File: src/include/scb_pkg.sv
// system control bank constants: register offset, field positions, reset values.
// assumes a configuration access port that presents byte offsets and byte enables.
package scb_pkg;

  // ----------------------------------------------------------------
  // register placement
  // ----------------------------------------------------------------
  localparam logic [7:0]  SYS_CTRL_OFS   = 8'h80;
  localparam logic [31:0] SYS_CTRL_RST   = 32'h0044_9060;
  // lower half belongs to other logic; it reads back its reset image here
  localparam logic [15:0] LOWER_HALF_IMG = 16'h9060;

  // ----------------------------------------------------------------
  // field positions
  // ----------------------------------------------------------------
  localparam int STEP_LO   = 30;
  localparam int TIE_BIT   = 29;
  localparam int RSVD_BIT  = 28;
  localparam int CLKSRC    = 27;
  localparam int ROUTE_BIT = 26;
  localparam int FLAG_BIT  = 25;
  localparam int SMIEN_BIT = 24;
  localparam int PMREV_BIT = 23;
  localparam int RSVDRV    = 22;
  localparam int VPROT_BIT = 21;
  localparam int RZV_BIT   = 20;
  localparam int DREQEN    = 19;
  localparam int CHAN_LO   = 16;

  // byte lanes holding the fields above
  localparam int LANE_HI   = 3;
  localparam int LANE_MID  = 2;

  // ----------------------------------------------------------------
  // field reset values
  // ----------------------------------------------------------------
  localparam logic [1:0] STEP_RST   = 2'h0;
  localparam logic       TIE_RST    = 1'h0;
  localparam logic       CLKSRC_RST = 1'h0;
  localparam logic       ROUTE_RST  = 1'h0;
  localparam logic       SMIEN_RST  = 1'h0;
  localparam logic       PMREV_RST  = 1'h0;
  localparam logic       RSVDRV_RST = 1'h1;
  localparam logic       VPROT_RST  = 1'h0;
  localparam logic       RZV_RST    = 1'h0;
  localparam logic       DREQEN_RST = 1'h0;
  localparam logic [2:0] CHAN_RST   = 3'h4;

  // channel code meaning pci master, never a card channel
  localparam logic [2:0] CHAN_PCI_MASTER = 3'h4;

  // function that owns the global fields
  localparam logic GLOBAL_FUNC = 1'h0;

endpackage : scb_pkg

File: src/include/scb_sock_if.sv
// per-socket settings and card pin results between the bank and a socket pin block.
// assumes one instance per socket, all on the same clock.
interface scb_sock_if;
  logic       rsvd_drive;
  logic       reduced_video;
  logic       dreq_enable;
  logic [2:0] dma_channel;
  logic       rsvd_oe;
  logic       addr_hi_float;
  logic       pcpci_dreq;

  modport ctl  (output rsvd_drive, reduced_video, dreq_enable, dma_channel,
                input  rsvd_oe, addr_hi_float, pcpci_dreq);
  modport pins (input  rsvd_drive, reduced_video, dreq_enable, dma_channel,
                output rsvd_oe, addr_hi_float, pcpci_dreq);
endinterface : scb_sock_if

File: src/scb_irq_steer.sv
// steering of the two pci interrupt requests into the four serial interrupt slots.
// assumes requests are levels synchronous to clk.
module scb_irq_steer (
  input  wire logic       clk,
  input  wire logic       resetn,
  input  wire logic [1:0] step,
  input  wire logic       tie,
  input  wire logic       req_a,
  input  wire logic       req_b,
  output logic [3:0]      slots_r
);

  // rotate the a/b pair up by the step count, wrapping d back to a
  function automatic logic [3:0] scb_rotate(input logic [3:0] v, input logic [1:0] s);
    logic [7:0] d;
    d = {v, v} << s;
    return d[7:4];
  endfunction : scb_rotate

  logic       a_eff;
  logic       b_eff;
  logic [3:0] slots_nxt;

  assign a_eff     = tie ? (req_a | req_b) : req_a;
  assign b_eff     = tie ? 1'b0 : req_b;
  assign slots_nxt = scb_rotate({2'b00, b_eff, a_eff}, step);

  always_ff @(posedge clk or negedge resetn) begin
    if (!resetn) slots_r <= 4'h0;
    else         slots_r <= slots_nxt;
  end

endmodule : scb_irq_steer

File: src/scb_sock_pins.sv
// card-side pin control of one socket: reserved terminals, high address float, dma request.
// assumes card presence and request inputs are synchronous to clk.
module scb_sock_pins (
  input  wire logic  clk,
  input  wire logic  resetn,
  input  wire logic  cb_present,
  input  wire logic  card16_present,
  input  wire logic  card_dreq,
  scb_sock_if.pins   sk
);

  logic dreq_ok;

  // a request on the pci-master code has no channel to go to, so it is dropped
  assign dreq_ok = sk.dreq_enable & card16_present & card_dreq
                   & (sk.dma_channel != scb_pkg::CHAN_PCI_MASTER);

  always_ff @(posedge clk or negedge resetn) begin
    if (!resetn) begin
      sk.rsvd_oe       <= 1'b0;
      sk.addr_hi_float <= 1'b0;
      sk.pcpci_dreq    <= 1'b0;
    end else begin
      sk.rsvd_oe       <= cb_present & sk.rsvd_drive;
      sk.addr_hi_float <= card16_present & sk.reduced_video;
      sk.pcpci_dreq    <= dreq_ok;
    end
  end

endmodule : scb_sock_pins

File: src/scb_top.sv
// system control register bank of a two-socket card bridge, upper half of the word.
// assumes configuration cycles arrive as single-cycle strobes synchronous to clk,
// with function number selecting the socket.

// Notes on behaviour
// - Interrupt pair lands in slots A/B, B/C, C/D or D/A by the step field.
// - Tie merges both requests onto A, which the step field still shifts.
// - Global fields except routing are written only through function 0; routing through either; both functions read them.
// - Bit 28 always reads zero.
// - Clock source bit: 0 takes pin as input, 1 drives internal oscillator out.
// - Selected clock times the switch serial interface and power state machine.
// - Routing bit picks legacy irq two or card status change on power writes.
// - Per-socket flag sets when enable is on and that socket's power is written.
// - Writing one clears the flag; writing zero leaves it.
// - Enable bit makes power writes raise the management interrupt; resets off.
// - Revision bit selects power management revision 1.0 or 1.1 behaviour.
// - Reserved card terminals driven low when drive bit set and a CardBus card is present, else floated.
// - Per-socket supply protection for 16-bit cards, on unless bit set.
// - Reduced video bit floats card address A25-A22 for 16-bit cards.
// - Request enable forwards 16-bit card dma requests on any channel but 4; otherwise they are ignored.
// - Channel field: 0-3 eight-bit, 4 pci master unused, 5-7 sixteen-bit.
// - Register decodes at 80h in both functions with its reset value.
module scb_top #(
  parameter int SOCKETS = 2
) (
  input  wire logic                 clk,
  input  wire logic                 resetn,
  // configuration access
  input  wire logic                 cfg_func,
  input  wire logic [7:0]           cfg_addr,
  input  wire logic [3:0]           cfg_be,
  input  wire logic                 cfg_wr,
  input  wire logic                 cfg_rd,
  input  wire logic [31:0]          cfg_wdata,
  output logic      [31:0]          cfg_rdata,
  output logic                      cfg_rvalid,
  // interrupt slots
  input  wire logic                 int_a_req,
  input  wire logic                 int_b_req,
  output logic      [3:0]           irq_slot,
  // power switch clock pin
  input  wire logic                 switch_clk_in,
  input  wire logic                 osc_clk_in,
  output logic                      switch_clk_out,
  output logic                      switch_clk_oe,
  output logic                      switch_tick,
  // socket power writes
  input  wire logic                 sock_power_wr,
  input  wire logic                 sock_power_sel,
  output logic                      sysmgmt_irq,
  output logic                      legacy_irq_two,
  output logic      [SOCKETS-1:0]   card_status_change_irq,
  // per-socket modes
  output logic      [SOCKETS-1:0]   pm_revision,
  output logic      [SOCKETS-1:0]   supply_protect_en,
  // card pins
  input  wire logic [SOCKETS-1:0]   cb_present,
  input  wire logic [SOCKETS-1:0]   card16_present,
  input  wire logic [SOCKETS-1:0]   card_dreq,
  output logic      [SOCKETS-1:0]   card_rsvd_out,
  output logic      [SOCKETS-1:0]   card_rsvd_oe,
  output logic      [SOCKETS-1:0]   card_addr_hi_float,
  output logic      [SOCKETS-1:0]   pcpci_dreq,
  output logic      [3*SOCKETS-1:0] pcpci_dma_chan
);

  // ----------------------------------------------------------------
  // parameter check
  // ----------------------------------------------------------------
  // the function number is one bit and picks the socket, so two is the only fit
  if (SOCKETS != 2) begin : g_bad_sockets
    $error("scb_top: SOCKETS must be 2");
  end

  // ----------------------------------------------------------------
  // access decode
  // ----------------------------------------------------------------
  logic       hit;
  logic       wr_hit;
  logic       rd_hit;
  logic       wr_hi;
  logic       wr_mid;
  logic       wr_global_hi;

  assign hit           = (cfg_addr == scb_pkg::SYS_CTRL_OFS);
  assign wr_hit        = cfg_wr & hit;
  assign rd_hit        = cfg_rd & hit;
  assign wr_hi         = wr_hit & cfg_be[scb_pkg::LANE_HI];
  assign wr_mid        = wr_hit & cfg_be[scb_pkg::LANE_MID];
  assign wr_global_hi  = wr_hi & (cfg_func == scb_pkg::GLOBAL_FUNC);
  // lane two holds socket fields only, so its writes need no function-0 guard

  // ----------------------------------------------------------------
  // global fields, held once
  // ----------------------------------------------------------------
  logic [1:0] step_r;
  logic       tie_r;
  logic       clksrc_r;
  logic       smien_r;
  logic       route_r;

  always_ff @(posedge clk or negedge resetn) begin
    if (!resetn) begin
      step_r   <= scb_pkg::STEP_RST;
      tie_r    <= scb_pkg::TIE_RST;
      clksrc_r <= scb_pkg::CLKSRC_RST;
      smien_r  <= scb_pkg::SMIEN_RST;
    end else if (wr_global_hi) begin
      step_r   <= cfg_wdata[scb_pkg::STEP_LO +: 2];
      tie_r    <= cfg_wdata[scb_pkg::TIE_BIT];
      clksrc_r <= cfg_wdata[scb_pkg::CLKSRC];
      smien_r  <= cfg_wdata[scb_pkg::SMIEN_BIT];
    end
  end

  // routing is shared but either function may write it
  always_ff @(posedge clk or negedge resetn) begin
    if (!resetn)    route_r <= scb_pkg::ROUTE_RST;
    else if (wr_hi) route_r <= cfg_wdata[scb_pkg::ROUTE_BIT];
  end

  // ----------------------------------------------------------------
  // socket fields, one copy per function
  // ----------------------------------------------------------------
  logic [SOCKETS-1:0] flag_r;
  logic [SOCKETS-1:0] pmrev_r;
  logic [SOCKETS-1:0] rsvdrv_r;
  logic [SOCKETS-1:0] vprot_r;
  logic [SOCKETS-1:0] rzv_r;
  logic [SOCKETS-1:0] dreqen_r;
  logic [2:0]         chan_r [SOCKETS];
  logic [SOCKETS-1:0] rsvd_oe_w;
  logic [SOCKETS-1:0] addr_float_w;
  logic [SOCKETS-1:0] dreq_w;

  for (genvar s = 0; s < SOCKETS; s++) begin : g_sock
    logic       own_mid;
    logic       flag_set;
    logic       flag_clr;
    logic       flag_nxt;

    assign own_mid  = wr_mid & (cfg_func == s[0]);
    assign flag_set = sock_power_wr & smien_r & (sock_power_sel == s[0]);
    assign flag_clr = wr_hi & (cfg_func == s[0]) & cfg_wdata[scb_pkg::FLAG_BIT];
    // a power write landing with the clear keeps the flag set
    assign flag_nxt = flag_set | (flag_r[s] & ~flag_clr);

    always_ff @(posedge clk or negedge resetn) begin
      if (!resetn) flag_r[s] <= 1'b0;
      else         flag_r[s] <= flag_nxt;
    end

    always_ff @(posedge clk or negedge resetn) begin
      if (!resetn) begin
        pmrev_r[s]  <= scb_pkg::PMREV_RST;
        rsvdrv_r[s] <= scb_pkg::RSVDRV_RST;
        vprot_r[s]  <= scb_pkg::VPROT_RST;
        rzv_r[s]    <= scb_pkg::RZV_RST;
        dreqen_r[s] <= scb_pkg::DREQEN_RST;
        chan_r[s]   <= scb_pkg::CHAN_RST;
      end else if (own_mid) begin
        pmrev_r[s]  <= cfg_wdata[scb_pkg::PMREV_BIT];
        rsvdrv_r[s] <= cfg_wdata[scb_pkg::RSVDRV];
        vprot_r[s]  <= cfg_wdata[scb_pkg::VPROT_BIT];
        rzv_r[s]    <= cfg_wdata[scb_pkg::RZV_BIT];
        dreqen_r[s] <= cfg_wdata[scb_pkg::DREQEN];
        chan_r[s]   <= cfg_wdata[scb_pkg::CHAN_LO +: 3];
      end
    end

    scb_sock_if sk ();

    assign sk.rsvd_drive    = rsvdrv_r[s];
    assign sk.reduced_video = rzv_r[s];
    assign sk.dreq_enable   = dreqen_r[s];
    assign sk.dma_channel   = chan_r[s];
    assign rsvd_oe_w[s]     = sk.rsvd_oe;
    assign addr_float_w[s]  = sk.addr_hi_float;
    assign dreq_w[s]        = sk.pcpci_dreq;

    scb_sock_pins u_pins (
      .clk            (clk),
      .resetn         (resetn),
      .cb_present     (cb_present[s]),
      .card16_present (card16_present[s]),
      .card_dreq      (card_dreq[s]),
      .sk             (sk)
    );

    assign pcpci_dma_chan[3*s +: 3] = chan_r[s];
  end

  assign pm_revision            = pmrev_r;
  assign card_rsvd_oe           = rsvd_oe_w;
  assign card_addr_hi_float     = addr_float_w;
  assign pcpci_dreq             = dreq_w;

  // ----------------------------------------------------------------
  // supply protection and reserved terminal level
  // ----------------------------------------------------------------
  logic [SOCKETS-1:0] prot_en_r;
  logic [SOCKETS-1:0] rsvd_lvl_r;

  always_ff @(posedge clk or negedge resetn) begin
    if (!resetn) begin
      prot_en_r  <= {SOCKETS{1'b1}};
      rsvd_lvl_r <= {SOCKETS{1'b0}};
    end else begin
      prot_en_r  <= ~vprot_r;
      rsvd_lvl_r <= {SOCKETS{1'b0}};
    end
  end

  assign supply_protect_en = prot_en_r;
  assign card_rsvd_out     = rsvd_lvl_r;

  // ----------------------------------------------------------------
  // interrupt slot steering
  // ----------------------------------------------------------------
  // tie is trusted to be set only after the serial irq pin is configured
  scb_irq_steer u_steer (
    .clk     (clk),
    .resetn  (resetn),
    .step    (step_r),
    .tie     (tie_r),
    .req_a   (int_a_req),
    .req_b   (int_b_req),
    .slots_r (irq_slot)
  );

  // ----------------------------------------------------------------
  // power switch clock source
  // ----------------------------------------------------------------
  logic sel_clk;
  logic sel_clk_r;
  logic clk_out_r;
  logic clk_oe_r;
  logic tick_r;

  assign sel_clk = clksrc_r ? osc_clk_in : switch_clk_in;

  always_ff @(posedge clk or negedge resetn) begin
    if (!resetn) begin
      clk_out_r <= 1'b0;
      clk_oe_r  <= 1'b0;
    end else begin
      clk_out_r <= osc_clk_in;
      clk_oe_r  <= clksrc_r;
    end
  end

  // the tick paces both the switch serial link and the power state machine;
  // sampling limits the usable switch clock to well below half of clk
  always_ff @(posedge clk or negedge resetn) begin
    if (!resetn) begin
      sel_clk_r <= 1'b0;
      tick_r    <= 1'b0;
    end else begin
      sel_clk_r <= sel_clk;
      tick_r    <= sel_clk & ~sel_clk_r;
    end
  end

  assign switch_clk_out = clk_out_r;
  assign switch_clk_oe  = clk_oe_r;
  assign switch_tick    = tick_r;

  // ----------------------------------------------------------------
  // power write signalling
  // ----------------------------------------------------------------
  logic               smi_fire;
  logic               smi_r;
  logic               legacy_irq_two_r;
  logic [SOCKETS-1:0] csc_r;
  logic [SOCKETS-1:0] csc_nxt;

  assign smi_fire = sock_power_wr & smien_r;
  assign csc_nxt  = (smi_fire & route_r) ? (SOCKETS'(1) << sock_power_sel)
                                         : {SOCKETS{1'b0}};

  always_ff @(posedge clk or negedge resetn) begin
    if (!resetn) begin
      smi_r  <= 1'b0;
      legacy_irq_two_r <= 1'b0;
      csc_r  <= {SOCKETS{1'b0}};
    end else begin
      smi_r  <= smi_fire;
      legacy_irq_two_r <= smi_fire & ~route_r;
      csc_r  <= csc_nxt;
    end
  end

  assign sysmgmt_irq            = smi_r;
  assign legacy_irq_two         = legacy_irq_two_r;
  assign card_status_change_irq = csc_r;

  // ----------------------------------------------------------------
  // read back
  // ----------------------------------------------------------------
  logic [31:0] word;
  logic [31:0] rdata_nxt;
  logic [31:0] rdata_r;
  logic        rvalid_r;

  always_comb begin
    word                                 = 32'h0000_0000;
    word[15:0]                           = scb_pkg::LOWER_HALF_IMG;
    word[scb_pkg::STEP_LO +: 2]          = step_r;
    word[scb_pkg::TIE_BIT]               = tie_r;
    word[scb_pkg::CLKSRC]                = clksrc_r;
    word[scb_pkg::ROUTE_BIT]             = route_r;
    word[scb_pkg::FLAG_BIT]              = flag_r[cfg_func];
    word[scb_pkg::SMIEN_BIT]             = smien_r;
    word[scb_pkg::PMREV_BIT]             = pmrev_r[cfg_func];
    word[scb_pkg::RSVDRV]                = rsvdrv_r[cfg_func];
    word[scb_pkg::VPROT_BIT]             = vprot_r[cfg_func];
    word[scb_pkg::RZV_BIT]               = rzv_r[cfg_func];
    word[scb_pkg::DREQEN]                = dreqen_r[cfg_func];
    word[scb_pkg::CHAN_LO +: 3]          = chan_r[cfg_func];
  end

  // unmapped offsets answer with zero so a probe never hangs
  assign rdata_nxt = rd_hit ? word : 32'h0000_0000;

  always_ff @(posedge clk or negedge resetn) begin
    if (!resetn) begin
      rdata_r  <= 32'h0000_0000;
      rvalid_r <= 1'b0;
    end else begin
      rdata_r  <= rdata_nxt;
      rvalid_r <= cfg_rd;
    end
  end

  assign cfg_rdata  = rdata_r;
  assign cfg_rvalid = rvalid_r;

endmodule : scb_top

File: config.mk
export PLATFORM = sky130hd
export DESIGN_NAME = scb_top
export DESIGN_NICKNAME = d
export VERILOG_FILES = /design/src/include/scb_pkg.sv /design/src/include/scb_sock_if.sv /design/src/scb_irq_steer.sv /design/src/scb_sock_pins.sv /design/src/scb_top.sv
export SDC_FILE = /design/constraint.sdc
export NUM_CORES = 1
export LEC_CHECK = 0
export ABC_CLOCK_PERIOD_IN_PS = 2000
export BUFFER_PORTS_ARGS = -buffer_cell sky130_fd_sc_hd__buf_4
export CAP_MARGIN = 20
export CORE_ASPECT_RATIO = 2
export CORE_MARGIN = 2
export CORE_UTILIZATION = 49
export CTS_CLUSTER_SIZE = 10
export DETAILED_ROUTE_END_ITERATION = 16
export GPL_ROUTABILITY_DRIVEN = 1
export PLACE_DENSITY = 0.95
export SLEW_MARGIN = 40
export SYNTH_ARGS = -nofsm -noshare
export SYNTH_HDL_FRONTEND = slang
export SYNTH_SLANG_ARGS = --single-unit
File: constraint.sdc
create_clock -name clk -period 2 [get_ports clk]
set_input_delay 0.1 -clock clk [delete_from_list [all_inputs] [get_ports clk]]
set_output_delay 0.1 -clock clk [all_outputs]
set_load 0.005 [all_outputs]
==> key figures <==
Timing
  • Hold Worst Slack: 0.02491 ns
  • Final count of pins violating max slew: 0
  • Min Clock Period, post-route: 1.399 ns
  • Sum of negative setup slack: 0 ns
  • Clk_skew: 0.004594 ns
  • Actual slew at the worst max-slew pin: 0.7341 ns
  • Total of endpoints with negative setup slack in the final report: 0
  • Final count of hold timing violations: 0
  • Slew HR: 51.06%
  • Ratio of final minimum period to clock period: 69.96%
  • Fmax: 714.7 MHz
  • RSZ-0062 raised after global routing: false

Clock network
  • Latest clock arrival within the worst-skew pair: 0.33 ns
  • Number of buffers between clock root and the deepest sink: 2
  • H-tree depth: 3
  • Number of buffers inserted during clock tree synthesis: 9
  • CTS tree: built
  • Clock-pin slew of the registers on the worst-case setup and hold paths: 0.06 ns
  • Number of post-CTS setup repair buffers: 0
  • Sinks on Clock Net: 61
  • CTS root buffer: sky130_fd_sc_hd__clkbuf_8

Routing
  • Sum of routed wire length over all layers: 5.250 mm
  • Detailed-route wire length per cell: 14.79 um
  • Total length of routed met2 wires: 3.035 mm
  • Wl on met1: 1.646 mm
  • Length of routed met3 wiring: 372 um
  • Post-detailed-route count of antenna-violating nets: 0
  • Via Count: 1705
  • Drt first-iter violations: 15
  • Detailed-route DRC error count: 0
  • DR vias/cell: 4.803
  • Number of search-and-repair iterations in the first detailed-routing pass: 4
  • Uppermost layer routed: met4

Critical path
  • Capturing element type of the critical path: flip-flop
  • Worst setup path class: in -> reg
  • Data required time of the worst path: 2.21 ns
  • Nature of the critical path startpoint: input port
  • Arrival time of data at the critical path endpoint: 1.61 ns
  • Largest driver fanout on the critical path: 8

Synth
  • Synth top area share: 56.12%
  • Average footprint of a synthesized cell: 13.55 um2
  • Combinational family with the most area after synthesis: multiplexers
  • Post-synthesis register bit count: 61
  • Adder-Cell Fraction of Synth Area: 0%
  • Post-Synthesis Cells: 181
  • Share of synthesized cell area in and, or, nand and nor gates: 11.22%
  • Top area cells in the synthesized netlist: sky130_fd_sc_hd__dfrtp_1, sky130_fd_sc_hd__mux2_2, sky130_fd_sc_hd__buf_4
  • Fraction of synthesized area in multiplexers: 15.61%
  • Synth cell types: 27
  • Share of synthesized area occupied by flip-flops and latches: 62.55%
  • Cell taking the most area after synthesis: sky130_fd_sc_hd__dfrtp_1
  • Cell area after technology mapping: 2452 um2
  • Synthesis warning total: 0
  • Complex-gate fraction of the synthesized area: 1.888%
  • XOR/XNOR Fraction of Synth Area: 0%

Power
  • Power dissipated by switching net loads: 0.0005077 W
  • Cell internal pwr: 0.001879 W
  • Clock share of power: 39.2%
  • Part of the power in combinational logic: 7.9%
  • Register share of total power: 52.9%
  • Max IR drop VDD: 0.0006082 V
  • P per Cell Area: 689.5 nW/um2
  • Leakage dissipation: 1.824 nW
  • Switching Fraction: 21.28%

Finish
  • Number of diodes: 0
  • Area grow syn2layout: 41.12%
  • Final Net Count: 354
  • Share of post-route cells with drive strength above 1: 46.98%

Die
  • Vertical die dimension: 104.0 um
  • Top Ports: 123
  • Core area: 4865 um2
  • Die ar.: 5621 um2
  • Die Wd: 54.03 um
  • Cell row count: 36
  • Effective utilization at floorplan: 50.41%

Worst hold path
  • Min-Delay Path Class: in -> reg

Outcome
  • Outcome: finished, final reports clean

Run
  • Max capacitance violation total: 0

Placement
  • HPWL after DPL: 3.759 mm
  • Number of port buffers: 88
  • RePlAce Congestion: 0.9051

GRT
  • Largest net degree at the start of global routing: 62
  • Wire length of the first global-routing pass: 8.307 mm
  • Vias in the first global route: 1875
  • Aggregate global routing overflow: 0
  • Initial antenna violation count: 0
  • Aggregate global-route resource usage: 20.91%
==> cells in the final DEF (no fill, tap or decap), types with 4 or more instances in the layout <==
master and instances:
sky130_fd_sc_hd__mux2_2 26, sky130_fd_sc_hd__mux2i_1 9, sky130_fd_sc_hd__clkbuf_8 11, sky130_fd_sc_hd__nor2_1 16, sky130_fd_sc_hd__buf_4 92, sky130_fd_sc_hd__dfrtp_1 55
sky130_fd_sc_hd__and2_1 9, sky130_fd_sc_hd__dlygate4sd3_1 21, sky130_fd_sc_hd__inv_1 6, sky130_fd_sc_hd__clkbuf_1 4, sky130_fd_sc_hd__nand3_1 4, sky130_fd_sc_hd__conb_1 15
sky130_fd_sc_hd__dfstp_2 6
==> power by group through the flow <==
stage	logic, W	registers, W	clock network, W
after floorplan	0.0000630	0.00128	0
after global placement	0.000151	0.00128	0
after detailed placement	0.000156	0.00128	0
after CTS	0.000190	0.00126	0.000966
after global routing	0.000208	0.00126	0.00103
final	0.000189	0.00126	0.000936
==> flip-flops by register name, summed over array words and instances (netlist names), 2 cells and up <==
signal                          count
g_sock.u_pins.sk.pcpci_dreq         2
g_sock.u_pins.sk.addr_hi_float      2
card_status_change_irq              2
g_sock.sk.rsvd_drive                2
g_sock.sk.reduced_video             2
vprot_r                             2
step_r                              2
flag_r                              2
g_sock.sk.dreq_enable               2
u_steer.slots_r                     4
pm_revision                         2
g_sock.u_pins.sk.rsvd_oe            2
supply_protect_en                   2
g_sock.sk.dma_channel               6
cfg_rdata                          16
==> layer usage <==
layer | vias up | GRT usage [%]
met4 | 0 | 13.57
met2 | 84 | 35.98
met1 | 811 | 18.91
met3 | 15 | 7.615
met5 | - | 0
li1 | 795 | -
==> what timing repair did <==
item                                   4_1_cts  5_1_grt
hold buffers                                21        0
resized for setup                            0        0
endpoints found under the hold margin       78        0
==> layout make-up <==
type,instances,area [um2]
clock buffers,15,166.4
fillers,341,1404
multi-input cells,102,760.7
well taps,57,71.32
clock inverters,1,5.005
repair buffers,113,900.9
flip-flops and latches,61,1534
inverters,6,22.52
==> critical path, cell delays in order <==
cell	delay (ns)
sky130_fd_sc_hd__buf_4	0.11
sky130_fd_sc_hd__or4b_4	0.58
sky130_fd_sc_hd__nor4_4	0.26
sky130_fd_sc_hd__buf_4	0.21
sky130_fd_sc_hd__mux2_2	0.35
==> path summary, 6_finish.rpt <==
check,startpoint,endpoint,slack (ns),depth (start not counted)
min,cfg_wdata[20],g_sock[1].sk.reduced_video$_DFFE_PN0P_,0.02,2
max reg2reg,smien_r$_DFFE_PN0P_,flag_r[1]$_DFF_PN0_,0.94,3
max in group asynchronous,resetn,g_sock[0].u_pins.sk.addr_hi_float$_DFF_PN0_,1.14,2
min in group asynchronous,resetn,card_status_change_irq[0]$_DFF_PN0_,0.37,2
min reg2reg,sel_clk_r$_DFF_PN0_,switch_tick$_DFF_PN0_,0.42,1
max,cfg_addr[6],g_sock[0].sk.dma_channel[1]$_DFFE_PN0P_,0.60,5
==> cells in the mapped netlist <==
master / number
sky130_fd_sc_hd__mux2i_1: 9
sky130_fd_sc_hd__clkbuf_1: 2
sky130_fd_sc_hd__dfstp_2: 6
sky130_fd_sc_hd__o22ai_1: 1
sky130_fd_sc_hd__dfrtp_1: 55
sky130_fd_sc_hd__or4b_4: 1
sky130_fd_sc_hd__nor2b_1: 2
sky130_fd_sc_hd__and3_1: 2
sky130_fd_sc_hd__a21oi_1: 3
sky130_fd_sc_hd__o21bai_1: 1
sky130_fd_sc_hd__nor3b_1: 1
sky130_fd_sc_hd__nor4b_1: 1
sky130_fd_sc_hd__a221o_1: 1
sky130_fd_sc_hd__nand2_1: 3
sky130_fd_sc_hd__or3_1: 1
sky130_fd_sc_hd__conb_1: 1
sky130_fd_sc_hd__or4_4: 1
sky130_fd_sc_hd__inv_1: 6
sky130_fd_sc_hd__mux2_2: 26
sky130_fd_sc_hd__and2_1: 9
sky130_fd_sc_hd__a21boi_0: 1
sky130_fd_sc_hd__nor4_4: 2
sky130_fd_sc_hd__nand2b_1: 1
sky130_fd_sc_hd__nor2_1: 16
sky130_fd_sc_hd__nand3_1: 4
sky130_fd_sc_hd__buf_4: 24
sky130_fd_sc_hd__nor4_1: 1
==> metrics by stage <==
| step | total power, W | instances | util [%] | area (um2) | worst slack, ns |
|---|---|---|---|---|---|
| after global routing | 0.002497 | 355 | 71.14 | 3461 | 0.5931 |
| after CTS | 0.002417 | 355 | 71.14 | 3461 | 0.6079 |
| after global placement | 0.001433 | 318 | 63.30 | 3079 | 0.2665 |
| after floorplan | 0.001345 | 195 | - | 2505 | 0.3680 |
| after detailed placement | 0.001439 | 318 | 63.30 | 3079 | 0.2525 |
| final | 0.002386 | 355 | 71.14 | 3461 | 0.6009 |
==> kinds of logic after synthesis <==
| logic type | after synthesis |
|---|---|
| AOI/OAI and AO/OA | 7 |
| buffers and inverters | 32 |
| DFF | 61 |
| muxes | 35 |
| other | 1 |
| and+or+nand+nor | 45 |
Power figures use the tool's default switching activity.
